## config.mk

```make
export PLATFORM = sky130hd
export DESIGN_NAME = trhc_timer
export DESIGN_NICKNAME = d
export VERILOG_FILES = /design/src/core/trhc_pkg.sv /design/src/core/trhc_edge.sv /design/src/core/trhc_timer.sv
export SDC_FILE = /design/constraint.sdc
export NUM_CORES = 1
export LEC_CHECK = 0
export BUFFER_PORTS_ARGS = -buffer_cell sky130_fd_sc_hd__buf_4
export CORE_UTILIZATION = 41
export DETAILED_ROUTE_END_ITERATION = 10
export PLACE_DENSITY = 0.64
export RECOVER_POWER = 50
export SLEW_MARGIN = 25
export SYNTH_ARGS = -nofsm -noshare
export SYNTH_HDL_FRONTEND = slang
export SYNTH_SLANG_ARGS = --single-unit
```

## constraint.sdc

```tcl
create_clock -name mclk_in -period 3.8 [get_ports mclk_in]
set_input_delay 0.38 -clock mclk_in [delete_from_list [all_inputs] [get_ports mclk_in]]
set_output_delay 0.38 -clock mclk_in [all_outputs]
set_load 0.01 [all_outputs]
```

## src/core/trhc_pkg.sv

```systemverilog
// Package for the timer run/hold control block: constants, types and functional notes
// Functional notes
// - Timer has a 32-bit count register; measures time, counts events, makes pulses.
// - Two output modes; clocked from internal divided clock or external input.
// - Internal source is processor clock divided by 4 or by 8 per variant.
// - Input pin can clock the timer; output pin can show timer status.
// - Input pin may be general input; output pin may be general output.
// - Timer raises a processor interrupt and a DMA synchronization event.
// - On external clock the timer counts events, interrupting after programmed count.
// - Start bit 0 and release bit 0 hold the timer; counting disabled.
// - Start bit 0 and release bit 1 resume counting from held value.
// - Writing both bits 1 clears counter, then counts each enabled input event.
// - Start bit clears itself once the counter has been reset.
// - After reset the timer is held with counting disabled.
// - Counter equal to period returns to zero on next clock.
// - Each rising edge of selected input clock gives one-cycle count enable.
// - Source select 0 picks synchronized input pin, 1 picks internal divided clock.
// - Status drives interrupt and DMA event directly, same rate as status.
package trhc_pkg;
   localparam int          TRHC_CNT_W    = 32;
   localparam int          TRHC_DIV_W    = 3;
   localparam logic [2:0]  TRHC_DIV4_MAX = 3'h3;
   localparam logic [2:0]  TRHC_DIV8_MAX = 3'h7;
   localparam logic [31:0] TRHC_CNT_RST  = 32'h0000_0000;
   localparam logic [31:0] TRHC_PRD_RST  = 32'h0000_0000;
   localparam logic [31:0] TRHC_CNT_ONE  = 32'h0000_0001;

   // Control fields written by software
   typedef struct packed {
      logic start_trigger_bit;
      logic hold_release_bit;
      logic clock_source_select;  // 0 pin, 1 internal
      logic clock_mode;           // 0 pulse mode, 1 clock mode
      logic pulse_wide;           // pulse width two input periods
      logic invert_input;
      logic invert_output;
      logic output_func;          // 1 output pin shows status
      logic output_data;          // general output value
   } trhc_ctrl_t;

   typedef enum logic [1:0] {
      TRHC_HOLD  = 2'b00,
      TRHC_CLEAR = 2'b01,
      TRHC_RUN   = 2'b11
   } trhc_state_t;
endpackage : trhc_pkg

```

## src/core/trhc_edge.sv

```systemverilog
// Clock source selection, internal divider and rising-edge count-enable generator
`timescale 1ns/1ps
module trhc_edge (
   // Clock and reset
   input  wire logic mclk_in,
   input  wire logic rst_in,
   // Configuration
   input  wire logic div8_in,
   input  wire logic src_internal_in,
   input  wire logic invert_in,
   input  wire logic pin_in,
   // Result
   output logic      pin_sync_out,
   output logic      count_en_out
);
   import trhc_pkg::*;

   logic [TRHC_DIV_W-1:0] div_reg, div_next;
   logic                  sync1_reg, sync2_reg, prev_reg, prev_next;
   logic                  sel;

   // Divider bit 1 (divide by 4) or msb (divide by 8) is a square wave at clock/4 or clock/8
   always_comb begin
      div_next = div_reg + 3'h1;
      if (!div8_in && div_reg >= TRHC_DIV4_MAX)
         div_next = 3'h0;
   end

   // Second flop feeds selection and pin_sync_out; first flop read only by the second flop
   always_comb begin
      sel = src_internal_in ? (div8_in ? div_reg[2] : div_reg[1]) : sync2_reg;
      sel = sel ^ invert_in;
      prev_next = sel;
   end

   assign count_en_out = sel & ~prev_reg;
   assign pin_sync_out = sync2_reg;

   always_ff @(posedge mclk_in or posedge rst_in) begin
      if (rst_in) begin
         div_reg   <= 3'h0;
         sync1_reg <= 1'b0;
         sync2_reg <= 1'b0;
         prev_reg  <= 1'b0;
      end else begin
         div_reg   <= div_next;
         sync1_reg <= pin_in;
         sync2_reg <= sync1_reg;
         prev_reg  <= prev_next;
      end
   end
endmodule : trhc_edge

```

## src/core/trhc_timer.sv

```systemverilog
// Top of the 32-bit timer: run/hold control, counter, status and pin roles
`timescale 1ns/1ps
module trhc_timer (
   // Clock and reset
   input  wire logic                mclk_in,
   input  wire logic                rst_in,
   // Variant strap: 1 selects divide by 8
   input  wire logic                div8_in,
   // Software control
   input  wire logic                ctrl_wr_in,
   input  trhc_pkg::trhc_ctrl_t     ctrl_in,
   input  wire logic                period_wr_in,
   input  wire logic [31:0]         period_in,
   input  wire logic                count_wr_in,
   input  wire logic [31:0]         count_in,
   // Software status
   output trhc_pkg::trhc_ctrl_t     ctrl_out,
   output logic [31:0]              timer_period_reg_out,
   output logic [31:0]              timer_count_reg_out,
   output logic                     timer_status_signal_out,
   output logic                     input_data_out,
   output logic                     running_out,
   // Pins
   input  wire logic                timer_input_pin_in,
   output logic                     timer_output_pin_out,
   // Events
   output logic                     cpu_irq_out,
   output logic                     dma_sync_out
);
   import trhc_pkg::*;

   trhc_ctrl_t    timer_control_reg, timer_control_next;
   logic [31:0]   timer_period_reg, timer_period_next;
   logic [31:0]   timer_count_reg, timer_count_next;
   trhc_state_t   state_reg, state_next;
   logic          status_reg, status_next;
   logic          wide_reg, wide_next;
   logic          pin_sync;
   logic          count_en;
   logic          at_period;

   trhc_edge u_edge (
      .mclk_in         (mclk_in),
      .rst_in          (rst_in),
      .div8_in         (div8_in),
      .src_internal_in (timer_control_reg.clock_source_select),
      .invert_in       (timer_control_reg.invert_input),
      .pin_in          (timer_input_pin_in),
      .pin_sync_out    (pin_sync),
      .count_en_out    (count_en)
   );

   assign at_period = (timer_count_reg == timer_period_reg);

   // Run/hold decode from the two control bits
   always_comb begin
      state_next         = state_reg;
      timer_control_next = timer_control_reg;
      timer_period_next  = period_wr_in ? period_in : timer_period_reg;
      if (ctrl_wr_in)
         timer_control_next = ctrl_in;
      case (state_reg)
         TRHC_HOLD, TRHC_RUN: begin
            if (timer_control_reg.start_trigger_bit && timer_control_reg.hold_release_bit)
               state_next = TRHC_CLEAR;
            else if (timer_control_reg.hold_release_bit)
               state_next = TRHC_RUN;
            else
               state_next = TRHC_HOLD;
         end
         TRHC_CLEAR: begin
            state_next = timer_control_reg.hold_release_bit ? TRHC_RUN : TRHC_HOLD;
            // Self-clear unless software rewrites the bit in this same cycle
            if (!ctrl_wr_in)
               timer_control_next.start_trigger_bit = 1'b0;
         end
         default: state_next = TRHC_HOLD;
      endcase
   end

   // Counter; software count write overrides hardware update
   always_comb begin
      timer_count_next = timer_count_reg;
      status_next      = status_reg;
      wide_next        = wide_reg;
      if (state_reg == TRHC_CLEAR) begin
         timer_count_next = TRHC_CNT_RST;
      end else if (state_reg == TRHC_RUN && at_period) begin
         // Match clears on the next clock, not the next enable, so the period is N input clocks
         // An enable in the match cycle is dropped; enables are always at least two clocks apart
         timer_count_next = TRHC_CNT_RST;
         if (timer_control_reg.clock_mode)
            status_next = ~status_reg;
         else begin
            status_next = 1'b1;
            wide_next   = timer_control_reg.pulse_wide;
         end
      end else if (state_reg == TRHC_RUN && count_en) begin
         // Above period the counter wraps through all ones
         timer_count_next = timer_count_reg + TRHC_CNT_ONE;
         wide_next        = 1'b0;
         if (!timer_control_reg.clock_mode)
            status_next = wide_reg;
      end
      if (count_wr_in)
         timer_count_next = count_in;
   end

   // Pin roles and events
   assign timer_output_pin_out    = timer_control_reg.output_func ?
                                    (status_reg ^ timer_control_reg.invert_output) :
                                    timer_control_reg.output_data;
   assign input_data_out          = pin_sync;
   assign cpu_irq_out             = status_reg;
   assign dma_sync_out            = status_reg;
   assign timer_status_signal_out = status_reg;
   assign ctrl_out                = timer_control_reg;
   assign timer_period_reg_out    = timer_period_reg;
   assign timer_count_reg_out     = timer_count_reg;
   assign running_out             = (state_reg != TRHC_HOLD);

   always_ff @(posedge mclk_in or posedge rst_in) begin
      if (rst_in) begin
         timer_control_reg <= '0;
         timer_period_reg  <= TRHC_PRD_RST;
         timer_count_reg   <= TRHC_CNT_RST;
         state_reg         <= TRHC_HOLD;
         status_reg        <= 1'b0;
         wide_reg          <= 1'b0;
      end else begin
         timer_control_reg <= timer_control_next;
         timer_period_reg  <= timer_period_next;
         timer_count_reg   <= timer_count_next;
         state_reg         <= state_next;
         status_reg        <= status_next;
         wide_reg          <= wide_next;
      end
   end
endmodule : trhc_timer
```

==> summary.md <==
| Metric | Value |
|---|---|
| Outcome | `finished with violations` |
| Violated checks | `capacitance limit, slew limit` |
| Top-count cell post-synth | `dfrtp_1` |
| CP Class | `register to register` |
| Syn_area_per_cell | `10.3 µm²` |
| GRT overflow | `0` |
| Worst hold path type | `primary input to register` |
| Vias in the first global route | `4114` |
| Root buffer cell | `clkbuf_16` |
| CTS Buffer Depth | `2` |
| Max-Cap Viols | `2` |
| Distinct cell type count after synthesis | `59` |
| Synth area leader | `dfrtp_1` |
| Site row count | `38` |
| Area contributors post-synth | `dfrtp_1, mux2_2, xnor2_1` |
| Post-CTS Setup Bufs | `0` |
| Final HPWL DP | `10.3 mm` |
| Critical-path maximum fanout | `19` |
| Register area share after synthesis | `0.443` |
| PD cells | `475 nW/µm²` |
| Vias/cell | `5.57` |
| Post_cts resized | `0` |
| Filler cells | `993` |
| Core area | `11000 µm²` |
| Slew HR | `-0.252` |
| Peak supply drop | `250 µV` |
| Asr flop ratio synth | `1.00` |
| Area growth syn-to-layout | `32.7%` |
| Top FF cell, synth | `dfrtp_1` |
| Startpoint Class | `register` |
| Clock transition at the registers of the reported paths | `0.06 ns` |
| CTS tree | `built` |
| Post-synth top area share | `0.443` |
| Leakage | `2.79 nW` |
| Width of the die | `109 µm` |
| Clk sink count | `83` |
| Wire per inst | `18.6 µm` |
| Final Setup Violations | `0` |
| R2R Path Start | `timer_count_reg_out[23]` |
| FMAX | `0.352 GHz` |
| Synthesized flop and latch total | `83` |
| Clock latency on the worst-skew pair | `0.34 ns` |
| Initial core utilization | `0.427` |
| WL final | `13.9 mm` |
| Netlist Area Pre-Place | `4690 µm²` |
| Clock Skew | `0.00843 ns` |
| Vias | `4158` |
| Total Die Area | `11900 µm²` |
| H-tree depth | `3` |
| Hold WS | `0.176 ns` |
| Layout cell share with drive strength beyond 1 | `0.384` |
| Actual slew at the worst max-slew pin | `1.88 ns` |
| PortBufs | `158` |
| Placed cell area | `5930 µm²` |
| Final Wtd Congestion | `0.861` |
| Unrepaired setup endpoints after global routing | `no` |
| # nets final | `689` |
| Final TNS setup | `0 ns` |
| Post-synth EDFFs | `0` |
| CTS buffer count | `9` |
| Crit path from | `timer_count_reg_out[23]` |
| CP arrival | `3.06 ns` |
| Yosys warns | `0` |
| HP Start | `timer_input_pin_in` |
| Die height | `109 µm` |
| Initial antenna violation count | `0` |
| Hold Fails Final Rpt | `0` |
| Ant diodes | `0` |
| Iter 0 DRT Violations | `285` |
| Synth Instances | `455` |
| Crit path required time | `4.02 ns` |
| GRT Util Overall | `0.243` |
| Largest net degree at the start of global routing | `36` |
| Final period util | `0.748` |
| Max-slew violation count | `63` |
| CTS Hold Bufs | `0` |
| DRT antenna net count | `0` |
| Net Count, Synth | `542` |
| Nature of the critical path endpoint | `register` |
| First-pass GRT wire length | `21.8 mm` |
| TritonRoute pass-1 iters | `4` |
| Remaining DRCs | `0` |
| Design area | `6220 µm²` |
| Top post-synthesis cells by count | `dfrtp_1, nand2_1, mux2_2, xnor2_1, nand4_1` |
| Ports | `159` |
| Minimum clock period | `2.84 ns` |
==> cell usage in the layout (no fill, tap or decap), types with 5 or more instances in the layout <==
cell type  synthesis  routed
o21ai_0           15      15
xor2_1            17      17
and2_1             6       6
and4_1             5       5
buf_4              5     157
ha_1               7       7
a31oi_1            5       5
and3_1             9       9
xnor2_1           23      23
a22oi_2            5       5
nor3_1             6       6
o22a_1             6       6
nand3_1           17      17
mux2_2            38      38
a21oi_1           10      10
a2bb2oi_1         14      14
nor2_1            15      15
inv_1             11      10
dfrtp_1           83      83
nand4_1           19      19
nand2_1           52      52
nor4_1             6       6
clkbuf_16          0       9
==> cell type report <==
type / instances / area [µm²] / area share
multi-input cells: 335 / 2430 / 0.390
flip-flops and latches: 83 / 2080 / 0.334
repair buffers: 162 / 1200 / 0.194
clock buffers: 11 / 243 / 0.0390
well taps: 140 / 175 / 0.0281
clock inverters: 5 / 52.6 / 0.00844
inverters: 11 / 42.5 / 0.00684
==> report_power, final <==
group	switching, W	internal [W]	leakage [nW]	total, W
Clock	0.000354	0.000524	0.145	0.000878
Combinational	0.000414	0.000436	1.63	0.000850
Sequential	0.000208	0.00102	1.02	0.00123
Total	0.000976	0.00198	2.79	0.00295
==> layer usage <==
| layer | track usage | wire length [µm] |
|---|---|---|
| met1 | 0.344 | 6270 |
| met2 | 0.381 | 6600 |
| met3 | 0.0472 | 941 |
| met4 | 0.0608 | 89 |
| met5 | 0 | 0 |
==> worst paths after layout <==
path / endpoint / slack (ns) / cells after the start
setup reg to reg: timer_count_reg_out[25] / 0.96 / 6
min in group asynchronous: u_edge.div_reg[1] / 0.38 / 2
hold reg to reg: u_edge.pin_sync_out / 0.35 / 0
hold / removal: u_edge.sync1_reg / 0.18 / 1
setup / recovery: timer_count_reg_out[25] / 0.96 / 6
max in group asynchronous: timer_period_reg_out[5] / 1.38 / 3
==> worst max-delay path: stages, from the launching register on <==
cell and delay, ns:
dfrtp_1 0.50, xnor2_1 0.30, nand4_1 0.13, or4_4 0.59, o31ai_4 0.80, a31o_2 0.20
o2bb2a_1 0.21
==> stage by stage <==
step           worst slack [ns]  std cells  utilization  total power (W)
2_1_floorplan              1.28        455            -          0.00170
3_3_place_gp              0.977        731        0.540          0.00207
3_5_place_dp              0.984        731        0.540          0.00209
4_1_cts                   0.972        747        0.567          0.00297
5_1_grt                   0.783        747        0.567          0.00312
6_report                  0.958        747        0.567          0.00295
==> kinds of logic after synthesis <==
| logic type | after synthesis | share of synthesized area |
|---|---|---|
| flip-flops | 83 | 0.443 |
| buffers and inverters | 37 | 0.0421 |
| adder cells (fa/ha/maj) | 7 | 0.0187 |
| XOR/XNOR | 41 | 0.0782 |
| AO/OA/AOI/OAI | 94 | 0.152 |
| multiplexers | 39 | 0.0934 |
| AND/OR/NAND/NOR | 154 | 0.173 |
Note: power is estimated with default switching activity, not from simulation.
